`config.mk`:
```
export PLATFORM = sky130hd
export DESIGN_NAME = adcrr_top
export DESIGN_NICKNAME = d
export VERILOG_FILES = /design/src/rtl/adcrr_top.v /design/src/rtl/adcrr_pick.v
export VERILOG_INCLUDE_DIRS = /design/src /design/src/rtl
export SDC_FILE = /design/constraint.sdc
export NUM_CORES = 1
export LEC_CHECK = 0
export BUFFER_PORTS_ARGS = -buffer_cell sky130_fd_sc_hd__clkbuf_2
export CAP_MARGIN = 20
export CORE_AREA = 3 3 112 157
export DETAILED_ROUTE_END_ITERATION = 7
export DIE_AREA = 0 0 115 160
export PLACE_DENSITY = 0.61
export SLEW_MARGIN = 20
export SYNTH_ARGS = -nofsm -noshare
export SYNTH_HDL_FRONTEND = slang
export SYNTH_HIERARCHICAL = 1
export SYNTH_SLANG_ARGS = --single-unit
export TNS_END_PERCENT = 50
```
`constraint.sdc`:
```
create_clock -name mclk -period 3.4 [get_ports mclk]
set_input_delay 0.51 -clock mclk [delete_from_list [all_inputs] [get_ports mclk]]
set_output_delay 0.51 -clock mclk [all_outputs]
set_load 0.05 [all_outputs]
```
`src/rtl/adcrr_map.vh`:
```
// Register map and field layout of the converter schedule block.
// Assumes a 32-bit APB slave; each register takes one aligned word.
`ifndef ADCRR_MAP_VH
`define ADCRR_MAP_VH

// ----------------------------------------
// Register byte addresses
// ----------------------------------------
`define ADCRR_ADDR_SCHEDULE 8'h00
`define ADCRR_ADDR_DIGITAL_OUTPUT_CONFIG 8'h04
`define ADCRR_ADDR_STATUS 8'h08
`define ADCRR_ADDR_RESULT_BASE 8'h10
`define ADCRR_ADDR_RESULT_LAST 8'h28

// ----------------------------------------
// Field layout and reset values
// ----------------------------------------
`define ADCRR_OFF_LSB 0
`define ADCRR_ON_LSB 8
`define ADCRR_SEL_W 7
`define ADCRR_SCHEDULE_RESET 16'h0000
`define ADCRR_SCHEDULE_MASK 16'h7F7F
`define ADCRR_DIGITAL_OUTPUT_CONFIG_RESET 16'h1800
`define ADCRR_DIGITAL_OUTPUT_CONFIG_MASK 16'hFF7E
`define ADCRR_NUM_SLOTS 7
`define ADCRR_PHASE_BIT 0
`define ADCRR_BUSY_BIT 1
`define ADCRR_CH_LSB 4
`define ADCRR_WORD_LSB 2

`endif

```
`src/rtl/adcrr_top.v`:
```
// Round-robin converter channel scheduler with APB register access.
// Assumes an external converter with a start/done handshake, synchronous to mclk.
`timescale 1ns/1ns
`default_nettype none
`include "adcrr_map.vh"

module adcrr_top #(
  parameter DATA_W = 10
) (
  input wire mclk,
  input wire rst,
  input wire psel,
  input wire penable,
  input wire pwrite,
  input wire [7:0] paddr,
  input wire [31:0] pwdata,
  output wire [31:0] prdata,
  output wire pready,
  output wire pslverr,
  input wire gate_on,
  output reg conv_start,
  output reg [2:0] conv_channel,
  input wire conv_done,
  input wire [DATA_W-1:0] conv_data,
  output wire [15:0] digital_output_config,
  output wire [15:0] adc_channel_schedule
);

  // ----------------------------------------
  // Constants
  // ----------------------------------------
  // Channel codes presented to the converter; code is input number minus one, not order position
  localparam [2:0] CH_IN1 = 3'h0;
  localparam [2:0] CH_IN2 = 3'h1;
  localparam [2:0] CH_IN3 = 3'h2;
  localparam [2:0] CH_IN4 = 3'h3;
  localparam [2:0] CH_IN5 = 3'h4;
  localparam [2:0] CH_IN6 = 3'h5;
  localparam [2:0] CH_TEMP = 3'h6;

  localparam [1:0] ST_IDLE = 2'h0;
  localparam [1:0] ST_CONV = 2'h1;

  // Order position to channel code: in1, in3, in5, in2, in4, in6, temp
  function [2:0] pos_to_channel;
    input [2:0] p;
    begin
      case (p)
        3'h0: pos_to_channel = CH_IN1;
        3'h1: pos_to_channel = CH_IN3;
        3'h2: pos_to_channel = CH_IN5;
        3'h3: pos_to_channel = CH_IN2;
        3'h4: pos_to_channel = CH_IN4;
        3'h5: pos_to_channel = CH_IN6;
        default: pos_to_channel = CH_TEMP;
      endcase
    end
  endfunction

  // Channel code to result slot index (slot_1 is index 0)
  function [2:0] channel_to_slot;
    input [2:0] c;
    begin
      case (c)
        CH_IN1: channel_to_slot = 3'h0;
        CH_IN3: channel_to_slot = 3'h1;
        CH_IN5: channel_to_slot = 3'h2;
        CH_IN2: channel_to_slot = 3'h3;
        CH_IN4: channel_to_slot = 3'h4;
        CH_IN6: channel_to_slot = 3'h5;
        default: channel_to_slot = 3'h6;
      endcase
    end
  endfunction

  // Byte address to result slot index; meaningful only under is_slot_addr
  function [2:0] slot_index;
    input [7:0] a;
    reg [7:0] off;
    begin
      off = a - `ADCRR_ADDR_RESULT_BASE;
      slot_index = off[`ADCRR_WORD_LSB +: 3];
    end
  endfunction

  // Slots sit in one aligned run of words; anything else reads as zero
  function is_slot_addr;
    input [7:0] a;
    begin
      is_slot_addr = (a >= `ADCRR_ADDR_RESULT_BASE) && (a <= `ADCRR_ADDR_RESULT_LAST) &&
                     (a[`ADCRR_WORD_LSB-1:0] == 2'h0);
    end
  endfunction

  // ----------------------------------------
  // Registers
  // ----------------------------------------
  reg [15:0] schedule;
  reg [15:0] dout_cfg;
  reg [DATA_W-1:0] result_slot [0:`ADCRR_NUM_SLOTS-1];
  reg [1:0] state;
  reg [2:0] cur_pos;
  reg phase_on;
  reg [31:0] rdata;

  wire wr_en;
  wire rd_en;
  wire [2:0] rd_slot;
  wire slot_hit;
  wire hit_schedule;
  wire hit_dout;
  wire hit_status;
  reg [31:0] status_word;

  // Zero wait states: every access phase completes in one cycle
  assign pready = 1'b1;
  assign pslverr = 1'b0;
  assign wr_en = psel && penable && pwrite;
  assign rd_en = psel && !penable && !pwrite;
  assign adc_channel_schedule = schedule;
  assign digital_output_config = dout_cfg;

  // ----------------------------------------
  // Address decode
  // ----------------------------------------
  assign hit_schedule = (paddr == `ADCRR_ADDR_SCHEDULE);
  assign hit_dout = (paddr == `ADCRR_ADDR_DIGITAL_OUTPUT_CONFIG);
  assign hit_status = (paddr == `ADCRR_ADDR_STATUS);
  assign rd_slot = slot_index(paddr);
  assign slot_hit = is_slot_addr(paddr);

  // Read data is captured in the setup cycle so it is registered in the access cycle
  assign prdata = rdata;

  // ----------------------------------------
  // APB register writes
  // ----------------------------------------
  reg [15:0] next_schedule;
  reg [15:0] next_dout_cfg;

  always @* begin
    next_schedule = schedule;
    next_dout_cfg = dout_cfg;
    if (wr_en && hit_schedule) begin
      // Reserved bits are dropped so they always read back zero
      next_schedule = pwdata[15:0] & `ADCRR_SCHEDULE_MASK;
    end
    if (wr_en && hit_dout) begin
      // Source select is stored as written; exclusivity is software's duty
      next_dout_cfg = pwdata[15:0] & `ADCRR_DIGITAL_OUTPUT_CONFIG_MASK;
    end
  end

  always @(posedge mclk) begin
    if (rst) begin
      schedule <= `ADCRR_SCHEDULE_RESET;
      dout_cfg <= `ADCRR_DIGITAL_OUTPUT_CONFIG_RESET;
    end else begin
      schedule <= next_schedule;
      dout_cfg <= next_dout_cfg;
    end
  end

  // ----------------------------------------
  // Status word
  // ----------------------------------------
  always @* begin
    status_word = 32'h00000000;
    status_word[`ADCRR_PHASE_BIT] = phase_on;
    status_word[`ADCRR_BUSY_BIT] = (state == ST_CONV);
    status_word[`ADCRR_CH_LSB +: 3] = conv_channel;
  end

  // ----------------------------------------
  // APB read mux
  // ----------------------------------------
  always @(posedge mclk) begin
    if (rst) begin
      rdata <= 32'h00000000;
    end else if (rd_en) begin
      rdata <= 32'h00000000;
      if (hit_schedule) begin
        rdata <= {16'h0000, schedule};
      end else if (hit_dout) begin
        rdata <= {16'h0000, dout_cfg};
      end else if (hit_status) begin
        rdata <= status_word;
      end else if (slot_hit) begin
        rdata <= {{(32 - DATA_W){1'b0}}, result_slot[rd_slot]};
      end
    end
  end

  // ----------------------------------------
  // Phase enables, already in sampling order
  // ----------------------------------------
  wire [6:0] phase_sel;
  wire [6:0] order_en;
  wire pick_found;
  wire [2:0] pick_pos;
  wire phase_change;
  wire restart;

  assign phase_sel = gate_on ? schedule[`ADCRR_ON_LSB +: `ADCRR_SEL_W] :
                               schedule[`ADCRR_OFF_LSB +: `ADCRR_SEL_W];
  // Bit k of a phase field enables slot k+1; order position equals slot index
  assign order_en[0] = phase_sel[0];
  assign order_en[1] = phase_sel[1];
  assign order_en[2] = phase_sel[2];
  assign order_en[3] = phase_sel[3];
  assign order_en[4] = phase_sel[4];
  assign order_en[5] = phase_sel[5];
  assign order_en[6] = phase_sel[6];
  assign phase_change = (gate_on != phase_on);
  assign restart = phase_change || (state == ST_IDLE);

  adcrr_pick #(
    .N(`ADCRR_SEL_W)
  ) u_pick (
    .enables(order_en),
    .after_pos(cur_pos),
    .from_start(restart),
    .found(pick_found),
    .pos(pick_pos)
  );

  // ----------------------------------------
  // Sequencer
  // ----------------------------------------
  wire wrap_found;
  wire [2:0] wrap_pos;
  wire [2:0] first_pos;
  integer s;

  adcrr_pick #(
    .N(`ADCRR_SEL_W)
  ) u_wrap (
    .enables(order_en),
    .after_pos(3'h0),
    .from_start(1'b1),
    .found(wrap_found),
    .pos(wrap_pos)
  );

  assign first_pos = pick_found ? pick_pos : wrap_pos;

  reg [1:0] next_state;
  reg [2:0] next_cur_pos;
  reg next_conv_start;
  reg [2:0] next_conv_channel;
  reg slot_we;

  // Idle re-arms every cycle, so a schedule write is picked up at once
  always @* begin
    next_state = state;
    next_cur_pos = cur_pos;
    next_conv_start = 1'b0;
    next_conv_channel = conv_channel;
    slot_we = 1'b0;
    case (state)
      ST_IDLE: begin
        if (wrap_found) begin
          next_cur_pos = wrap_pos;
          next_conv_channel = pos_to_channel(wrap_pos);
          next_conv_start = 1'b1;
          next_state = ST_CONV;
        end
      end
      ST_CONV: begin
        if (phase_change) begin
          // Drop the result in flight; it belongs to the old phase
          next_state = ST_IDLE;
        end else if (conv_done) begin
          slot_we = 1'b1;
          if (wrap_found) begin
            next_cur_pos = first_pos;
            next_conv_channel = pos_to_channel(first_pos);
            next_conv_start = 1'b1;
          end else begin
            next_state = ST_IDLE;
          end
        end
      end
      default: begin
        next_state = ST_IDLE;
      end
    endcase
  end

  // Gate level is registered so each phase change is seen exactly once
  always @(posedge mclk) begin
    if (rst) begin
      state <= ST_IDLE;
      cur_pos <= 3'h0;
      phase_on <= 1'b0;
      conv_start <= 1'b0;
      conv_channel <= 3'h0;
    end else begin
      state <= next_state;
      cur_pos <= next_cur_pos;
      phase_on <= gate_on;
      conv_start <= next_conv_start;
      conv_channel <= next_conv_channel;
    end
  end

  // ----------------------------------------
  // Result slots
  // ----------------------------------------
  // Slots keep their value until the same channel converts again
  always @(posedge mclk) begin
    if (rst) begin
      for (s = 0; s < `ADCRR_NUM_SLOTS; s = s + 1) begin
        result_slot[s] <= {DATA_W{1'b0}};
      end
    end else if (slot_we) begin
      result_slot[channel_to_slot(conv_channel)] <= conv_data;
    end
  end

endmodule // adcrr_top

`default_nettype wire

```
`src/rtl/adcrr_pick.v`:
```
// Picks the next enabled channel in sampling order after a given position.
// Assumes the enable vector is indexed by order position, not by input number.
`timescale 1ns/1ns
`default_nettype none

module adcrr_pick #(
  parameter N = 7
) (
  input wire [N-1:0] enables,
  input wire [2:0] after_pos,
  input wire from_start,
  output reg found,
  output reg [2:0] pos
);

  integer i;

  always @* begin
    found = 1'b0;
    pos = 3'h0;
    for (i = N - 1; i >= 0; i = i - 1) begin
      if (enables[i] && (from_start || i > after_pos)) begin
        found = 1'b1;
        pos = i[2:0];
      end
    end
  end

endmodule // adcrr_pick

`default_nettype wire

```
==> results of run 1 <==
[worst paths after layout]
| check | slack (ns) | cells past startpoint | to | start |
|---|---|---|---|---|
| setup / recovery | 0.94 | 11 | conv_channel[1] | gate_on |
| hold / removal | 0.35 | 3 | adc_channel_schedule[0] | pwdata[0] |
| setup reg to reg | 0.97 | 10 | conv_channel[1] | phase_on |
| hold reg to reg | 0.46 | 2 | result_slot[6][4] | result_slot[6][4] |
[cell type report]
type,count,share of cell area
clock buffer,20,0.0572
clock inverter,12,0.0259
inverter,16,0.00769
multi-input combinational,439,0.376
sequential,133,0.430
tap,199,0.0319
timing repair buffer,103,0.0711
[synthesized netlist by cell type, types with 2 or more instances]
master and n:
nand3b_1 8, and2b_4 2, or3b_2 2, nor2b_1 7, a311oi_1 3, nor3b_1 4
nand3_1 9, a221oi_2 2, nor4_2 2, buf_6 2, nor3_1 10, edfxtp_1 70
conb_1 2, or3_1 4, a211o_1 2, and3_1 3, mux4_2 20, mux2_2 12
o22ai_1 7, o41ai_1 2, nor4_1 6, o21ai_0 10, o211ai_1 3, a21oi_1 25
a211oi_1 2, buf_4 22, a22oi_1 5, nand2b_1 11, nand2_1 44, and2_1 22
mux2i_1 48, and3b_1 2, or2_2 2, nor2_1 85, dfxtp_1 63, clkbuf_1 27
buf_2 6, a21boi_0 2, o21bai_1 2, o221a_2 3, xnor2_1 3, inv_1 16
[metal layers]
layer	wire [um]	up-vias	part of all wire	GRT usage
met4	361	0	0.022	0.0641
met3	931	35	0.056	0.0459
met2	8790	176	0.53	0.331
li1	-	2282	-	-
met5	0	-	0	0
met1	6590	2322	0.40	0.211
[metrics by stage]
step / total power (uW) / std cells / setup WS (ns)
3_3_place_gp: 2000 / 890 / 0.674
5_1_grt: 4100 / 922 / 0.750
4_1_cts: 4000 / 922 / 0.994
2_1_floorplan: 1950 / 646 / 0.810
3_5_place_dp: 2000 / 890 / 0.584
6_report: 3980 / 922 / 0.943
[sequential cells by signal, indices dropped and copies added, names as in the netlist]
name and flops:
cur_pos 3, conv_start 1, adc_channel_schedule 14, result_slot 80, conv_channel 3, digital_output_config 14
state 1, prdata 16, phase_on 1
[cell families after synthesis]
group / Yosys count / synth area share
AO/OA/AOI/OAI: 71 / 0.0730
XOR/XNOR: 4 / 0.00542
buffers and inverters: 74 / 0.0592
flip-flops: 133 / 0.520
multiplexers: 80 / 0.165
other: 2 / 0.00116
AND/OR/NAND/NOR: 226 / 0.176
[power groups by stage]
stage          clock, uW  sequential, uW  combinational [uW]
6_report            2010            1730                 245
5_1_grt             2110            1730                 264
4_1_cts             2030            1730                 244
3_5_place_dp           0            1760                 243
3_3_place_gp           0            1760                 241
2_1_floorplan          0            1760                 189
[worst max-delay path: stages]
cell      delay, ns
clkbuf_2       0.22
xnor2_1        0.20
nand2_1        0.22
and3b_1        0.24
nor3_1         0.22
nand3b_1       0.11
a221oi_2       0.43
nand2b_1       0.14
xnor2_1        0.16
o211ai_1       0.18
a21oi_1        0.08
==> flow_summary.toml, run 1 <==
[detailed_routing]
dr.first_iter.drc_count = 397
drcViolationCount = 0
first_pass_iters = 5
wl_um = 16700
routedWlPerCell_um = 18.1
ant_nets = 0
dr_total_vias = 4815
vias_per_cell = 5.22

[cells_and_area]
fin_util = 0.481
drive_above_1_share = 0.250
antenna_cells = 0
final_cell_mix = "87 x clkbuf_2, 85 x nor2_1, 70 x edfxtp_1"
area_growth_syn_to_layout_pct = 20.8
regArea_mm2 = 0.00336
num-nets-final = 767
fill_cells = 1490
final_common_cell = "clkbuf_2"
multi_input_area_mm2 = 0.00294
final_cell_area_mm2 = 0.00781

[sta]
rsz0062_at_grt = "false"
final-setup-viol-count = 0
max_freq_ghz = 0.407
hold_ws_ns = 0.347
relSlewSlack = 0.401
finalHoldViolCount = 0
worstMarginPinSlew_ns = 0.898
skew_ns = 0.00755
finalMaxSlewViolations = 0
min_period_over_period = 0.723
tns_ns = 0
period_needed_ns = 2.46

[logic_synthesis]
yosysTopAreaCell = "edfxtp_1"
ys_types = 50
synth_top_area_frac = 0.325
async_reset_ff_frac = 0
avgSynthCellArea_um2 = 11.0
synth-edff-count = 70
ys_seq_area_frac = 0.520
synth-seq-cells = 133
synth_warnings = 6
synth.area.top_cells = "edfxtp_1 33%, dfxtp_1 20%, mux2i_1 7.4%"
synth_cells = 590
synthFlopType = "edfxtp_1"
syn_area_mm2 = 0.00646

[clocking]
clock_path_buffers = 2
htreeDepth = 4
cts_resized = 0
cts-root-buf = "clkbuf_16"
numCtsBuffers = 17
clock_sinks = 133
cts.clk_slew.worst_paths_ns = 0.06
clk_latency_ns = 0.41
holdBufCountCts = 0
cts_setup_buffers = 0
cts_tree = "built"

[power]
p_leak_uw = 0.00322
sw_frac_of_total = 0.216
power_switching_uw = 859
vdd_drop_max_uv = 367
power_frac_comb = 0.062
p_seq_frac = 0.434
p_per_area_mw_per_mm2 = 509
p_clk_frac = 0.504
internal-power_uw = 3120

[die]
io_pins = 127
die_area_mm2 = 0.0184
coreArea_mm2 = 0.0162
die_y_um = 160
core.rowCount = 55
initial_core_util = 0.398
die_x_um = 115

[min_path]
holdCritPathClass = "input pin to flip-flop"

[critical_path]
cp-end-kind = "flip-flop"
cp.arrival_ns = 2.71
cp_max_fo = 10
start_kind = "input pin"
cp.required_ns = 3.66
crit_type = "input pin to flip-flop"

[status]
outcome = "completed"

[placed_design]
gp_congestion = 0.846
io_buffers = 87
post-dp-hpwl_um = 11800
post_dp_cell_area_mm2 = 0.00716

[global_routing]
grt_pass1_vias = 4968
grt_max_degree = 71
grt.overflow.total = 0
grt_pass1_wl_um = 26200
track_usage = 0.185
antenna_found_initial = 0

[job]
max_cap_violations = 0
Power figures use the tool's default switching activity.
==> run 2, diff against run 1 <==
- PLACE_DENSITY: 0.61 -> 0.63
- clock period: 3.4 -> 2.1 ns (I/O delays scaled with it)
==> run 2 against run 1 <==
Effect of this change: the run now ends with setup timing left; critical path depth down 1; clock skew up 0.0017 ns; cell area up 5.8%; via count up 3.3%; global-route usage up 1.0 points; first-iteration DRC count down 7.1%; register-to-register slack worse by 1.0 ns; routed wire length up 5.3%; combinational power up 80%; total power up 55%.
==> flow_summary.toml, run 2 (synthesized netlist as in run 1, its figures left out) <==
[min_path]
min_from = "pwdata[15]"
holdCritPathClass = "input pin to flip-flop"

[detailed_routing]
first_pass_iters = 4
drcViolationCount = 0
routedWlPerCell_um = 18.1
wl_met1_um = 6740
wl_met2_um = 9560
dr_total_vias = 4972
wl_um = 17600
ant_nets = 0
maxUsedRoutingLayer = "met4"
route.met3.wl_um = 849
dr.first_iter.drc_count = 369
vias_per_cell = 5.12

[die]
initial_core_util = 0.398
io_pins = 127
coreArea_mm2 = 0.0162
die_y_um = 160
die_x_um = 115
core.rowCount = 55
die_area_mm2 = 0.0184

[critical_path]
slowest_delay_ns = 0.38
cp_max_fo = 6
crit_type = "flip-flop to flip-flop"
cp.required_ns = 2.39
reg2reg_from = "phase_on"
slowest_stage = "a221oi_4"
cp-end-kind = "flip-flop"
start_kind = "flip-flop"
critical_path.cell_chain = "xnor2_2, nand2_2, and2b_4, nor3_2, nand3b_1, a221oi_4, nand2b_1, xnor2_1, o211ai_1, a21oi_1"
startpoint = "phase_on"
worst_path_dominant_cell_family = "simple AND/OR/NAND/NOR gates"
cp.arrival_ns = 2.44
cp_num_buf_inv = 0

[sta]
min_period_over_period = 1.02
tns_ns = -0.0869
finalMaxSlewViolations = 0
max_freq_ghz = 0.465
final-setup-viol-count = 3
finalHoldViolCount = 0
skew_ns = 0.00926
setup_slack_ns = -0.0512
period_needed_ns = 2.15
rsz0062_at_grt = "true"

[power]
sw_frac_of_total = 0.253
vdd_drop_max_uv = 507
p_leak_uw = 0.00348
p_per_area_mw_per_mm2 = 748
p_seq_frac = 0.452
power_switching_uw = 1560
total_power_uw = 6180
internal-power_uw = 4620
power_frac_comb = 0.071
p_clk_frac = 0.477

[placed_design]
gp_congestion = 0.862
post-dp-hpwl_um = 13000
io_buffers = 87
post_dp_cell_area_mm2 = 0.00762

[status]
outcome = "finished with violations"
violations = "setup timing"

[cells_and_area]
fill_cells = 1472
antenna_cells = 0
final_cell_area_mm2 = 0.00827
largest_register_ffs = 80
fin_util = 0.509
regArea_mm2 = 0.00337
final_common_cell = "clkbuf_2"
num-nets-final = 816
area_growth_syn_to_layout_pct = 27.9
drive_above_1_share = 0.323
final_cell_mix = "87 x clkbuf_2, 84 x nor2_1, 70 x edfxtp_1"
top_register = "result_slot"
multi_input_area_mm2 = 0.00300

[global_routing]
grt_pass1_vias = 5215
antenna_found_initial = 0
grt_pass1_wl_um = 27800
grt.overflow.total = 0
grt_max_degree = 33
track_usage = 0.195

[job]
max_cap_violations = 0

[clocking]
numCtsBuffers = 17
clk_latency_ns = 0.42
cts.clk_slew.worst_paths_ns = 0.07
clock_path_buffers = 2
holdBufCountCts = 0
htreeDepth = 4
cts_tree = "built"
cts-root-buf = "clkbuf_16"
clock_sinks = 133
## run 2: cell type report
cell class	instances	share of cell area
Sequential cell	133	0.408
Multi-Input combinational cell	439	0.363
Timing Repair Buffer	152	0.121
Clock buffer	17	0.0515
Tap cell	199	0.0301
Clock inverter	15	0.0197
Inverter	16	0.00726
## run 2: power by group through the flow
| stage | Combinational [uW] | Clock, uW | Sequential (uW) |
|---|---|---|---|
| floorplan | 310 | 0 | 2850 |
| detailed placement | 432 | 0 | 2850 |
| CTS | 436 | 3000 | 2790 |
| global route | 471 | 3130 | 2800 |
| global placement | 427 | 0 | 2840 |
| finish | 440 | 2950 | 2790 |
## run 2: routing by layer
metal  track usage  vias up
li1              -     2383
met1         0.218     2406
met2         0.361      153
met3        0.0383       30
met4        0.0662        0
met5             0        -
## run 2: final timing paths
path,endpoint,slack [ns],depth (start not counted)
worst min register to register,result_slot[6][3],0.45,2
worst min-delay path,digital_output_config[15],0.14,3
worst max register to register,conv_channel[1],-0.05,10
worst max-delay path,conv_channel[1],-0.05,10
## run 2: timing repair
item / CTS / global route
gates resized for setup: 5 / 3
pin swaps: 2 / 9
setup buffers: 0 / 2
endpoints found under the setup margin: 3 / 6
## run 2: per-stage QoR
stage,setup WS (ns),hold WS [ns],std cells
3_5_place_dp,-0.326,0.445,937
4_1_cts,0.00741,0.128,969
2_1_floorplan,-0.163,0.433,646
6_report,-0.0512,0.139,971
3_3_place_gp,-0.298,0.440,937
5_1_grt,-0.215,0.154,971
## run 2: tightest hold or removal path: stages
cell      delay [ns]
clkbuf_2        0.08
mux2i_1         0.05
nor2_1          0.08
